File: src/common/camd_pkg.sv
// Purpose: constants and types for the addressing mode decoder
// Assumes: 8-bit core, 16-bit address space, 10 MHz core_clk
// Notes: opcode layout is mode[7:4], index select [3], operation [2:0]
package camd_pkg;
    // ****************************************
    // opcode fields
    // ****************************************
    localparam int CAMD_MODE_MSB = 7;
    localparam int CAMD_MODE_LSB = 4;
    localparam int CAMD_IDX_SEL_BIT = 3;
    localparam int CAMD_OP_MSB = 2;

    localparam logic [3:0] CAMD_M_INH = 4'h0;
    localparam logic [3:0] CAMD_M_IMM = 4'h1;
    localparam logic [3:0] CAMD_M_DIR_S = 4'h2;
    localparam logic [3:0] CAMD_M_DIR_L = 4'h3;
    localparam logic [3:0] CAMD_M_IDX_N = 4'h4;
    localparam logic [3:0] CAMD_M_IDX_S = 4'h5;
    localparam logic [3:0] CAMD_M_IDX_L = 4'h6;
    localparam logic [3:0] CAMD_M_IND_S = 4'h7;
    localparam logic [3:0] CAMD_M_IND_L = 4'h8;

    localparam logic [2:0] CAMD_OP_HALT = 3'h1;
    localparam logic [2:0] CAMD_OP_INT_EN = 3'h2;
    localparam logic [2:0] CAMD_OP_INT_DIS = 3'h3;
    localparam logic [2:0] CAMD_OP_JRLE = 3'h7;

    // ****************************************
    // reset values and encodings
    // ****************************************
    localparam logic [15:0] CAMD_PC_RST = 16'h0000;
    localparam logic [1:0] CAMD_LVL0 = 2'h2;
    localparam logic [1:0] CAMD_LVL3 = 2'h3;
    localparam logic [1:0] CAMD_MASK_RST = 2'h3;

    typedef enum logic [2:0] {
        CAMD_S_OPC, CAMD_S_OP1, CAMD_S_OP2, CAMD_S_PT1, CAMD_S_PT2, CAMD_S_EXEC, CAMD_S_HALT
    } camd_state_t;
endpackage

File: src/common/camd_ea_if.sv
// Purpose: carries operand and index values to the address adder
// Assumes: one clock, purely combinational path
// Notes: ea is valid whenever the inputs are stable
`timescale 1ns/1ps
interface camd_ea_if;
    logic [3:0] mode;
    logic idx_y;
    logic [7:0] x;
    logic [7:0] y;
    logic [15:0] operand;
    logic [15:0] ea;
    modport core (output mode, output idx_y, output x, output y, output operand, input ea);
    modport calc (input mode, input idx_y, input x, input y, input operand, output ea);
endinterface

File: src/rtl/camd_ea_calc.sv
// Purpose: effective address former for all addressing modes
// Assumes: operand holds the assembled offset, address or pointer word
// Notes: combinational, no state
`timescale 1ns/1ps
module camd_ea_calc
    import camd_pkg::*;
(
    camd_ea_if.calc eab
);
    logic [7:0] idx;

    // ****************************************
    // address sum
    // ****************************************
    // index selection, opcode bit picks Y over X
    assign idx = eab.idx_y ? eab.y : eab.x;

    always_comb begin
        case (eab.mode)
            CAMD_M_IDX_N: eab.ea = {8'h00, idx};
            CAMD_M_IDX_S: eab.ea = {8'h00, idx} + {8'h00, eab.operand[7:0]};
            CAMD_M_IDX_L: eab.ea = {8'h00, idx} + eab.operand;
            CAMD_M_DIR_S, CAMD_M_IND_S: eab.ea = {8'h00, eab.operand[7:0]};
            default: eab.ea = eab.operand;
        endcase
    end
endmodule

File: src/rtl/camd_core.sv
// Purpose: fetch and decode of one instruction, effective address, mask, halt
// Assumes: memory answers a held read with mem_ack, data valid on that cycle
// Notes: index and flag inputs come from core logic on core_clk
`timescale 1ns/1ps
module camd_core
    import camd_pkg::*;
(
    input wire logic core_clk,
    input wire logic srst,
    input wire logic [7:0] mem_rdata,
    input wire logic mem_ack,
    input wire logic [7:0] idx_x,
    input wire logic [7:0] idx_y,
    input wire logic carry_flag,
    input wire logic zero_flag,
    input wire logic wake_req,
    output logic [15:0] mem_addr,
    output logic mem_rd,
    output logic [15:0] pc,
    output logic [7:0] opcode,
    output logic [15:0] operand,
    output logic [15:0] eff_addr,
    output logic [1:0] instr_len,
    output logic instr_done,
    output logic [1:0] interrupt_mask_level,
    output logic branch_taken,
    output logic osc_stop
);
    camd_state_t state_r;
    logic [15:0] pc_r, addr_r, operand_r, ea_r;
    logic [7:0] opcode_r, ptr_r;
    logic [1:0] len_r, mask_r;
    logic rd_r, done_r, taken_r, stop_r, wake_s1_r, wake_s2_r;
    logic [3:0] mode;
    logic [2:0] op;
    logic inh_int_en, inh_int_dis, inh_halt, is_jrle;
    camd_ea_if eab ();

    assign mode = opcode_r[CAMD_MODE_MSB:CAMD_MODE_LSB];
    assign op = opcode_r[CAMD_OP_MSB:0];
    assign inh_int_en = (mode == CAMD_M_INH) && (op == CAMD_OP_INT_EN);
    assign inh_int_dis = (mode == CAMD_M_INH) && (op == CAMD_OP_INT_DIS);
    assign inh_halt = (mode == CAMD_M_INH) && (op == CAMD_OP_HALT);
    assign is_jrle = (mode == CAMD_M_IMM) && (op == CAMD_OP_JRLE);

    // ****************************************
    // address adder
    // ****************************************
    assign eab.mode = mode;
    assign eab.idx_y = opcode_r[CAMD_IDX_SEL_BIT];
    assign eab.x = idx_x;
    assign eab.y = idx_y;
    assign eab.operand = operand_r;

    camd_ea_calc u_ea (
        .eab(eab)
    );

    // wake source may come from an unclocked pin, so two flops first
    always_ff @(posedge core_clk) begin
        if (srst) begin
            wake_s1_r <= 1'b0;
            wake_s2_r <= 1'b0;
        end else begin
            wake_s1_r <= wake_req;
            wake_s2_r <= wake_s1_r;
        end
    end

    // ****************************************
    // fetch sequencer
    // ****************************************
    // a read is held until acked; memory latency is therefore free
    always_ff @(posedge core_clk) begin
        if (srst) begin
            state_r <= CAMD_S_OPC;
            pc_r <= CAMD_PC_RST;
            addr_r <= CAMD_PC_RST;
            rd_r <= 1'b1;
            opcode_r <= 8'h00;
            operand_r <= 16'h0000;
            ptr_r <= 8'h00;
            len_r <= 2'd0;
        end else begin
            case (state_r)
                CAMD_S_OPC: begin
                    if (mem_ack) begin
                        opcode_r <= mem_rdata;
                        operand_r <= 16'h0000;
                        pc_r <= pc_r + 16'd1;
                        addr_r <= pc_r + 16'd1;
                        len_r <= 2'd1;
                        case (mem_rdata[CAMD_MODE_MSB:CAMD_MODE_LSB])
                            CAMD_M_IMM, CAMD_M_DIR_S, CAMD_M_DIR_L, CAMD_M_IDX_S,
                            CAMD_M_IDX_L, CAMD_M_IND_S, CAMD_M_IND_L: begin
                                state_r <= CAMD_S_OP1;
                            end
                            default: begin
                                rd_r <= 1'b0;
                                state_r <= CAMD_S_EXEC;
                            end
                        endcase
                    end
                end
                CAMD_S_OP1: begin
                    if (mem_ack) begin
                        operand_r <= {8'h00, mem_rdata};
                        pc_r <= pc_r + 16'd1;
                        len_r <= 2'd2;
                        if (mode == CAMD_M_DIR_L || mode == CAMD_M_IDX_L) begin
                            addr_r <= pc_r + 16'd1;
                            state_r <= CAMD_S_OP2;
                        end else if (mode == CAMD_M_IND_S || mode == CAMD_M_IND_L) begin
                            ptr_r <= mem_rdata;
                            addr_r <= {8'h00, mem_rdata};
                            state_r <= CAMD_S_PT1;
                        end else begin
                            rd_r <= 1'b0;
                            state_r <= CAMD_S_EXEC;
                        end
                    end
                end
                CAMD_S_OP2: begin
                    if (mem_ack) begin
                        operand_r <= {operand_r[7:0], mem_rdata};
                        pc_r <= pc_r + 16'd1;
                        len_r <= 2'd3;
                        rd_r <= 1'b0;
                        state_r <= CAMD_S_EXEC;
                    end
                end
                CAMD_S_PT1: begin
                    if (mem_ack) begin
                        operand_r <= {8'h00, mem_rdata};
                        if (mode == CAMD_M_IND_L) begin
                            addr_r <= {8'h00, ptr_r + 8'd1}; // pointer stays in page zero
                            state_r <= CAMD_S_PT2;
                        end else begin
                            rd_r <= 1'b0;
                            state_r <= CAMD_S_EXEC;
                        end
                    end
                end
                CAMD_S_PT2: begin
                    if (mem_ack) begin
                        operand_r <= {operand_r[7:0], mem_rdata};
                        rd_r <= 1'b0;
                        state_r <= CAMD_S_EXEC;
                    end
                end
                CAMD_S_EXEC: begin
                    if (inh_halt) begin
                        state_r <= CAMD_S_HALT;
                    end else begin
                        if (is_jrle && (carry_flag || zero_flag)) begin
                            pc_r <= pc_r + {{8{operand_r[7]}}, operand_r[7:0]};
                            addr_r <= pc_r + {{8{operand_r[7]}}, operand_r[7:0]};
                        end else begin
                            addr_r <= pc_r;
                        end
                        rd_r <= 1'b1;
                        state_r <= CAMD_S_OPC;
                    end
                end
                CAMD_S_HALT: begin
                    if (wake_s2_r) begin
                        addr_r <= pc_r;
                        rd_r <= 1'b1;
                        state_r <= CAMD_S_OPC;
                    end
                end
                default: begin
                    state_r <= CAMD_S_OPC;
                    rd_r <= 1'b1;
                    addr_r <= pc_r;
                end
            endcase
        end
    end

    // ****************************************
    // execution results
    // ****************************************
    // done pulse carries the address and length of the finished instruction
    always_ff @(posedge core_clk) begin
        if (srst) begin
            done_r <= 1'b0;
            ea_r <= 16'h0000;
            taken_r <= 1'b0;
        end else begin
            done_r <= (state_r == CAMD_S_EXEC);
            if (state_r == CAMD_S_EXEC) begin
                ea_r <= eab.ea;
                taken_r <= is_jrle && (carry_flag || zero_flag);
            end
        end
    end

    // mask level starts at level 3 so nothing interrupts before software allows it
    always_ff @(posedge core_clk) begin
        if (srst) begin
            mask_r <= CAMD_MASK_RST;
        end else if (state_r == CAMD_S_EXEC && inh_int_en) begin
            mask_r <= CAMD_LVL0;
        end else if (state_r == CAMD_S_EXEC && inh_int_dis) begin
            mask_r <= CAMD_LVL3;
        end
    end

    // oscillator stop follows the halt state
    always_ff @(posedge core_clk) begin
        if (srst) begin
            stop_r <= 1'b0;
        end else if (state_r == CAMD_S_EXEC && inh_halt) begin
            stop_r <= 1'b1;
        end else if (state_r == CAMD_S_HALT && wake_s2_r) begin
            stop_r <= 1'b0;
        end
    end

    assign mem_addr = addr_r;
    assign mem_rd = rd_r;
    assign pc = pc_r;
    assign opcode = opcode_r;
    assign operand = operand_r;
    assign eff_addr = ea_r;
    assign instr_len = len_r;
    assign instr_done = done_r;
    assign interrupt_mask_level = mask_r;
    assign branch_taken = taken_r;
    assign osc_stop = stop_r;
endmodule

File: config.mk
export PLATFORM = sky130hd
export DESIGN_NAME = camd_core
export DESIGN_NICKNAME = d
export VERILOG_FILES = /design/src/common/camd_pkg.sv /design/src/common/camd_ea_if.sv /design/src/rtl/camd_ea_calc.sv /design/src/rtl/camd_core.sv
export SDC_FILE = /design/constraint.sdc
export NUM_CORES = 1
export LEC_CHECK = 0
export BUFFER_PORTS_ARGS = -buffer_cell sky130_fd_sc_hd__buf_2
export CAP_MARGIN = 30
export CORE_MARGIN = 4
export CORE_UTILIZATION = 50
export DETAILED_ROUTE_END_ITERATION = 8
export PLACE_DENSITY = 0.8
export SLEW_MARGIN = 10
export SYNTH_ARGS = -nofsm -noshare
export SYNTH_HDL_FRONTEND = slang
export SYNTH_SLANG_ARGS = --single-unit
File: constraint.sdc
create_clock -name core_clk -period 8 [get_ports core_clk]
set_input_delay 2 -clock core_clk [delete_from_list [all_inputs] [get_ports core_clk]]
set_output_delay 2 -clock core_clk [all_outputs]
set_load 0.03 [all_outputs]
Word-level counts from Yosys, hierarchy flattened
Cells that the tools add are included.
{ "totals": {"inputBits": 30, "out_inout_bits": 80, "regBits": 92, "wordCells": 141} }
{ "classes": {"n_addsub": 5, "eq_ne": 40, "n_reduce_logical": 32, "n_mux": 47, "bitwise_logic": 2} }
{ "op_table": {"columns": ["operator", "n"], "rows": [
  ["$mux W16", 12],
  ["$pmux W16 S6", 1],
  ["$pmux W16 S4", 1],
  ["$pmux W16 S3", 1],
  ["$pmux W16 S2", 1],
  ["$eq A4 B3 Y1 const B", 7],
  ["$mux W3", 9],
  ["$ne A2 B2 Y1 const B", 11],
  ["$pmux W3 S6", 1],
  ["$add A16 B1 Y16 const B", 1],
  ["$add A16 B16 Y16", 1],
  ["$add A8 B16 Y16", 1],
  ["$eq A4 B2 Y1 const B", 4],
  ["$mux W1", 15],
  ["$eq A3 B2 Y1 const B", 4],
  ["$eq A3 B3 Y1 const B", 4],
  ["$reduce_and A4 Y1", 3],
  ["$reduce_and A10 Y1", 1],
  ["$add A8 B8 Y9", 1],
  ["$logic_and A1 B1 Y1", 9],
  ["$add A8 B1 Y8 const B", 1],
  ["$eq A4 B1 Y1 const B", 2],
  ["$eq A4 B4 Y1 const B", 2],
  ["$mux W8", 1],
  ["other kinds (19)", 32]
]} }

Depth between registers and ports, before layout
Gate-level depths: netlist of run 1.
{ "depth": {"depth_word": 6, "depth_mapped": 12, "ltp_nobuf": 11} }

Hierarchy
From an unflattened synthesis of run 1, not the netlist that was laid out.
{ "hier_totals": {"cells_unflattened": 916, "hier_area_um2": 6889.1} }
{ "by_module_without_submodules": {"columns": ["module", "cells_each", "area_per_inst_um2", "instances", "seq_area_each_um2"], "rows": [
  ["camd_core", 761, 5815.6, 1, 1841.8],
  ["camd_ea_calc", 155, 1073.5, 1, 0.0]
]} }

Worst setup path after synthesis of run 1
Ideal clock, no wire load.
{ "synth_timing": {"path_type": "in2reg", "from": "in idx_y[0]", "to": "reg ea_r[10] (netlist: eff_addr[10])", "setup_slack_ns": 3.811, "required_ns": 7.878, "stages": 11, "setup_ns": 0.122, "n_path_buf": 0, "arrival_ns": 4.067, "path_cell_list": "mux2_2 -> ha_1 -> inv_1 -> fa_1 -> nor2b_1 -> o21ai_0 -> a21boi_0 -> o21ai_0 -> a21bo_2 -> o311a_1 -> a221o_1"} }
{ "synth_via": {"elab_chain_cells": 3} }
{ "synth_rtl": {"columns": ["element", "line", "source"], "rows": [
  ["start, declared", "camd_core.sv:13", "input wire logic [7:0] idx_y,"],
  ["$mux W8", "camd_ea_calc.sv:16", "assign idx = eab.idx_y ? eab.y : eab.x;"],
  ["$add A8 B16 Y16", "camd_ea_calc.sv:22", "CAMD_M_IDX_L: eab.ea = {8'h00, idx} + eab.operand;"],
  ["$pmux W16 S4", "camd_ea_calc.sv:19", "case (eab.mode)"],
  ["end signal, assigned", "camd_core.sv:193", "ea_r <= eab.ea;"],
  ["end, declared", "camd_core.sv:30", "logic [15:0] pc_r, addr_r, operand_r, ea_r;"]
]} }
Every way passes these cells.
A chain may end at the register's enable or synchronous reset.

Worst setup path after layout of run 1
{ "layout_timing": {"from": "in idx_x[0]", "to": "reg ea_r[10] (netlist: eff_addr[10])"} }
{ "layout_via": {"elab_chain_cells": 3} }
{ "layout_rtl": {"columns": ["element", "line", "source"], "rows": [
  ["start, declared", "camd_core.sv:12", "input wire logic [7:0] idx_x,"],
  ["$mux W8", "camd_ea_calc.sv:16", null],
  ["$add A8 B16 Y16", "camd_ea_calc.sv:22", null],
  ["$pmux W16 S4", "camd_ea_calc.sv:19", null]
]} }
Every way passes these cells.

==> metrics.txt, run 1 <==
final-layout fill cell count=1136; post-DP HPWL=~14000 µm; Post-synth top flop=dfxtp_1; Die H=~120 µm; clock root buffer=clkbuf_16; Final Hold Viols=0; VDD IR max=about 0.15 mV; switching share of power=between 30% and 40%; period utilization=52.26%; post-CTS setup buffers=0; CTS tree=yes; Seq pwr share=between 40% and 50%; Post-CTS Hold Buffers=0; Pleak=about 2.9 nW; CP peak stage delay=0.39 ns; layout cells sized above 1=between 10% and 20%; Port Buffers=108; clock share of power=~33%; drt pass-1 iters=5; Die Width=approximately 120 µm; Cell Area, Synth=between 6000 and 7000 µm²; syn_nets=approximately 880; Final setup viols=0; full die area=around 14000 µm²; most common cell after layout, fill and taps aside=buf_2; Setup TNS=0 ns; worst path cell trace=buf_2 > mux2_2 > ha_1 > inv_1 > fa_1 > nor2b_1 > o21ai_0 > a21boi_0 > o21ai_0 > a21bo_2 > o311a_1 > a221o_1; Rel. slew slack=around 44%; status=finished clean; WP data arrival=4.41 ns; RSZ-0062 raised after global routing=no; total core area=~12000 µm²; global route overflow=0; placed cells=around 1100; P&R area growth vs syn=13.20%; switching power=401.4 µW; Starting Density=around 52%; Post-synth ARST share=0%; pin count of the biggest net entering global routing=51; DRC Markers=0; clock tree buffer depth=2; Reg clk slew, reported paths=~0.060 ns; crit path kind=primary input to flip-flop; Overall Global Routing Usage=a little over a quarter; Multi-input gate area=4148 µm²; Post-synth EDFFs=0; CP dominant cell by count=o21ai_0; DR iter-0 viols=a little under 800; CP max stage cell=fa_1; fin area=~7100 µm²; first-pass GRT wire length=30790 µm; Slew Viols, Final=0; Clock Latency Late Sink=approximately 0.35 ns; routed wire length=just under 20000 µm; top cells by area, synth=dfxtp_1, nor2_1, a21oi_1; Buf+Inv Stages, Crit Path=2; Power Dens Cells=around 170 nW/µm²; Antenna Cells=0; Final Non-Filler Cells=between 1000 and 1500; setup ws final=around 3.8 ns; # H-tree levels=3; drt wl/cell=18.22 µm; top-level I/O count=between 100 and 150; # rows=40; RePlAce Congestion=~0.9; commonest non-fill, non-tap cells in the layout=buf_2, nor2_1, dfxtp_1, nand2_1, a21oi_1; register area share after synthesis=29.18%; number of global-route vias before repair=5976; startpoint types=primary input; dpl cell area=~7000 µm²; Layout Nets=roughly 950; largest delay contributor family on the critical path=compound AO/OA/AOI/OAI gates; Crit. End Element=flip-flop; Internal=~790 µW; Place WS=roughly 3.5 ns; Crit Path Max Fanout=7; Worst-Margin Slew=about 0.84 ns; vias per cell=between 6 and 7; Hold/Removal Path Class=flip-flop to flip-flop; mean area per synthesized cell=7.678 µm²; routed vias=between 6000 and 7000; Tmin final=~4.2 ns; Routed Antenna Nets=0; Worst Path Required=~8.2 ns; Mapped Cells=just over 800; flops & latches, synth=92; YS warnings=0; Peak Freq=about 240 MHz; flip-flop and latch area=between 1500 and 2000 µm²; Max-Cap Viols=0; Comb power frac=about a quarter; CTS sink cnt=between 90 and 100; Cell variety after synth=83; Post-CTS Resized=0; CTS buffer count=9; area fraction of the dominant cell type after synthesis=29.18%; area leader, netlist=dfxtp_1; initial antenna violation count=0; Clock Skew=approximately 0.016 ns
## cell families after synthesis
logic type	after synthesis	share of synthesized area [%]
other	1	0.05942
buffers and inverters	72	5.214
adders and majority gates	27	5.591
DFF	92	29.18
xor gates and xnor gates	25	3.469
muxes	24	4.005
and+or+nand+nor	311	23.04
AOI/OAI and AO/OA	270	29.44
## metal layers
| metal | track usage (%) | wire [µm] |
|---|---|---|
| met1 | 37.40 | 8285 |
| met2 | 39.87 | 8533 |
| met3 | 5.098 | 2076 |
| met4 | 9.703 | 551 |
| met5 | 0 | 0 |
## final cells by class
| cell class | instances | share of cell area, % |
|---|---|---|
| clock inverter | 4 | 0.3678 |
| inverter | 17 | 0.8932 |
| sequential | 92 | 25.78 |
| tap | 168 | 2.942 |
| timing repair buffer | 116 | 8.651 |
| clock buffer | 12 | 3.310 |
| multi-input combinational | 658 | 58.06 |
## worst register-to-register path: stages, from the launching register on
cell and delay [ns]:
dfxtp_1 0.65, mux2_2 0.29, ha_1 0.16, inv_1 0.05, fa_1 0.39, nor2b_1 0.12
o21ai_0 0.12, a21boi_0 0.27, o21ai_0 0.18, a21bo_2 0.28, o311a_1 0.36, a221o_1 0.26
## through the flow
stage | power (mW) | hold slack [ns] | utilization [%]
finish | 1.187 | 0.4519 | 58.74
global route | 1.239 | 0.4627 | 58.74
CTS | 1.190 | 0.4577 | 58.58
detailed placement | 0.8020 | 0.4443 | 56.42
global placement | 0.7956 | 0.4222 | 56.26
floorplan | 0.7228 | 0.4138 | -
## power by group through the flow
stage | Clock, mW | Sequential [mW] | Combinational, mW
floorplan | 0 | 0.553 | 0.170
global placement | 0 | 0.526 | 0.270
detailed placement | 0 | 0.526 | 0.276
CTS | 0.397 | 0.516 | 0.277
global route | 0.412 | 0.521 | 0.306
finish | 0.389 | 0.517 | 0.281
## worst paths after layout
check	startpoint	to	slack, ns	cells past startpoint
max reg2reg	opcode[3]$_SDFFE_PP0P_	eff_addr[10]$_SDFFE_PP0P_	4.76	11
min reg2reg	wake_s1_r$_SDFF_PP0_	wake_s2_r$_SDFF_PP0_	0.45	1
max	idx_x[0]	eff_addr[10]$_SDFFE_PP0P_	3.82	12
min	wake_s1_r$_SDFF_PP0_	wake_s2_r$_SDFF_PP0_	0.45	1
## sequential cells by signal (all words and copies together) (netlist names)
| register | cells |
|---|---|
| branch_taken | 1 |
| opcode | 8 |
| state_r | 3 |
| osc_stop | 1 |
| wake_s1_r | 1 |
| interrupt_mask_level | 1 |
| instr_done | 1 |
| pc | 16 |
| operand | 16 |
| ptr_r | 8 |
| mem_addr | 16 |
| wake_s2_r | 1 |
| mem_rd | 1 |
| eff_addr | 16 |
| instr_len | 2 |
## synthesized netlist by cell type (5+ instances only)
library cell    n
mux2_2          9
mux2i_1        14
xnor2_1        16
o21a_1          6
nor4_1          5
nand4_1         6
and3_1          7
a311oi_1        9
a22oi_1        16
o21bai_1        5
nor2_1        106
clkbuf_1       34
a211oi_1       24
a221o_1         5
a222oi_1        5
and2_1          5
buf_4           5
nand3_1        25
dfxtp_1        92
buf_2           8
xor2_1          9
nor3_1         26
a21o_1         11
a21oi_1        75
nor2b_1         8
ha_1           25
nand2_1        87
inv_1          15
o21ai_0        47
nand2b_1        9
(Power assumes the default switching activity.)
==> run 2, diff against run 1 <==
clock period = 4.3 ns   (was 8 ns; I/O delays follow)
==> run 2 against run 1 <==
- cell area rose by 0.25%
- count of clock-buffer cells in the layout fell by 3
- final cell count rose by 0.28%
- sequential power rose by 85%
- total power rose by 89%
- via count rose by 0.27%
- sequential share of layout area fell by 0.063 points
- clock power rose by 96%
- critical path depth did not move
- combinational power rose by 88%
- critical endpoint unchanged
- largest cell class unchanged
- largest power group unchanged
==> metrics.txt, run 2 (synthesis gave the netlist of run 1 again) <==
WP data arrival=3.43 ns (-0.98 ns); Worst-Margin Slew=0.9054 ns (+0.06647 ns); Max-Cap Viols=0 (unchanged); Die H=120.4 µm (unchanged); total core area=12160 µm² (unchanged); dpl cell area=6884 µm² (+0.33%); initial antenna violation count=0 (unchanged); M1 WL=8666 µm (+4.6%); Layout Nets=954 (+0.32%); Hold/Removal Path Class=flip-flop to flip-flop; P&R area growth vs syn=13.48%; Post-CTS Resized=0 (unchanged); Crit Path Max Fanout=7 (unchanged); DR WL met3=1880 µm (-9.4%); global route overflow=0 (unchanged); Port Buffers=108 (unchanged); Antenna Cells=0 (unchanged); drt pass-1 iters=5 (unchanged); CTS buffer count=9 (unchanged); Slew Viols, Final=0 (unchanged); DRC Markers=0 (unchanged); routed wire length=19550 µm (+0.52%); largest delay contributor family on the critical path=compound AO/OA/AOI/OAI gates; startpoint types=primary input; Reg-to-Reg End=eff_addr[10]$_SDFFE_PP0P_; Die Width=120.4 µm (unchanged); final-layout fill cell count=1138 (+0.18%); Power Dens Cells=313.8 nW/µm² (+89%); Starting Density=51.89% (unchanged); worst reg2reg path startpoint=opcode[3]$_SDFFE_PP0P_; clock root buffer=clkbuf_16; Crit. End Element=flip-flop; routed vias=6688 (+0.27%); metal2 WL=8533 µm (unchanged); fin area=7162 µm² (+0.25%); number of global-route vias before repair=5877 (-1.7%); Clock Latency Late Sink=0.35 ns (about the same); commonest non-fill, non-tap cells in the layout=buf_2, nor2_1, dfxtp_1, nand2_1, a21oi_1; Routed Antenna Nets=0 (unchanged); Top Metal Used=met4; full die area=14480 µm² (unchanged); Worst path depth=12 (unchanged); reg2reg path depth=11 (unchanged); Setup crit start=idx_x[0]; Worst Path Required=4.54 ns (-3.69 ns); Final setup viols=0 (unchanged); Setup TNS=0 ns (unchanged); pin count of the biggest net entering global routing=83 (+63%); # H-tree levels=3 (unchanged); RePlAce Congestion=0.9466 (+2.3%); crit path to=eff_addr[10]$_SDFFE_PP0P_; CP max stage cell=fa_1; CP peak stage delay=0.40 ns (about the same); CP dominant cell by count=o21ai_0; RSZ-0062 raised after global routing=no; Buf+Inv Stages, Crit Path=2 (unchanged); vias per cell=6.250 (about the same); Reg clk slew, reported paths=0.07 ns (about the same); Reg2Reg Setup Slack=1.12 ns (-3.64 ns); most common cell after layout, fill and taps aside=buf_2; layout cells sized above 1=17.85% (+0.61 points); Final Hold Viols=0 (unchanged); worst path cell trace=buf_2 > mux2_2 > ha_1 > inv_1 > fa_1 > nor2b_1 > o21ai_0 > a21boi_0 > o21ai_0 > a21bo_2 > o311a_1 > a221o_1; # rows=40 (unchanged); CTS tree=yes; VDD IR max=0.2236 mV (+46%); Peak Freq=about 310 MHz; top-level I/O count=110 (unchanged); post-DP HPWL=14070 µm (+1.5%); Overall Global Routing Usage=26.27% (-0.13 points); post-CTS setup buffers=0 (unchanged); Clock Skew=0.008618 ns (-0.007238 ns); DR iter-0 viols=724 (-7.1%); Pleak=2.916 nW (+0.64%); drt wl/cell=18.27 µm (+0.24%); CTS sink cnt=92 (unchanged); status=finished clean; Tmin final=between 3 and 4 ns; first-pass GRT wire length=30720 µm (-0.22%); Post-CTS Hold Buffers=0 (unchanged); crit path kind=primary input to flip-flop; clock tree buffer depth=2 (unchanged); period utilization=roughly three quarters; Rel. slew slack=39.64% (-4.0 points)
run 2: changes by cell type in the layout (fill, tap and decap cells not counted), sizes merged:
cell / change
inv: +1
buf: +3
clkinv: +2
clkbuf: -3
run 2: power breakdown:
part	internal, mW	total [mW]	switching (mW)
clock network	0.395	0.763	0.368
registers	0.897	0.956	0.0591
logic	0.172	0.528	0.356
run 2: layout make-up:
class | count | area, µm² | area share (%)
inverters | 17 | 63.81 | 0.8910
repair buffers | 119 | 620.6 | 8.665
clock inverters | 7 | 52.55 | 0.7338
multi-input cells | 658 | 4148 | 57.91
flip-flops and latches | 92 | 1842 | 25.72
well taps | 168 | 210.2 | 2.935
clock buffers | 9 | 225.2 | 3.145
run 2: worst min-delay path by stage:
| stage | endpoint | start | cells after the start | slack [ns] |
|---|---|---|---|---|
| after floorplan | wake_s2_r$_SDFF_PP0_ | wake_s1_r$_SDFF_PP0_ | 1 | 0.41 |
| after global placement | wake_s2_r$_SDFF_PP0_ | wake_s1_r$_SDFF_PP0_ | 1 | 0.43 |
| after detailed placement | wake_s2_r$_SDFF_PP0_ | wake_s1_r$_SDFF_PP0_ | 1 | 0.44 |
| after CTS | wake_s2_r$_SDFF_PP0_ | wake_s1_r$_SDFF_PP0_ | 1 | 0.45 |
| after global routing | branch_taken$_SDFFE_PP0P_ | branch_taken$_SDFFE_PP0P_ | 2 | 0.48 |
| final | wake_s2_r$_SDFF_PP0_ | wake_s1_r$_SDFF_PP0_ | 1 | 0.45 |
run 2: per-layer routing:
layer / track usage, % / vias up
met3: 5.379 / 43
met4: 7.720 / 0
met2: 39.73 / 346
li1: - / 3198
met5: 0 / -
met1: 37.79 / 3101
run 2: stage by stage:
stage | util (%) | setup WS [ns] | total power, mW | std cells | hold WS (ns)
5_1_grt | 58.89 | 0.9108 | 2.341 | 1070 | 0.4813
3_5_place_dp | 56.60 | 0.7711 | 1.492 | 1054 | 0.4359
6_report | 58.89 | 1.113 | 2.247 | 1070 | 0.4451
2_1_floorplan | - | 1.036 | 1.345 | 822 | 0.4138
4_1_cts | 58.89 | 1.132 | 2.242 | 1070 | 0.4511
3_3_place_gp | 56.56 | 0.8181 | 1.485 | 1053 | 0.4268
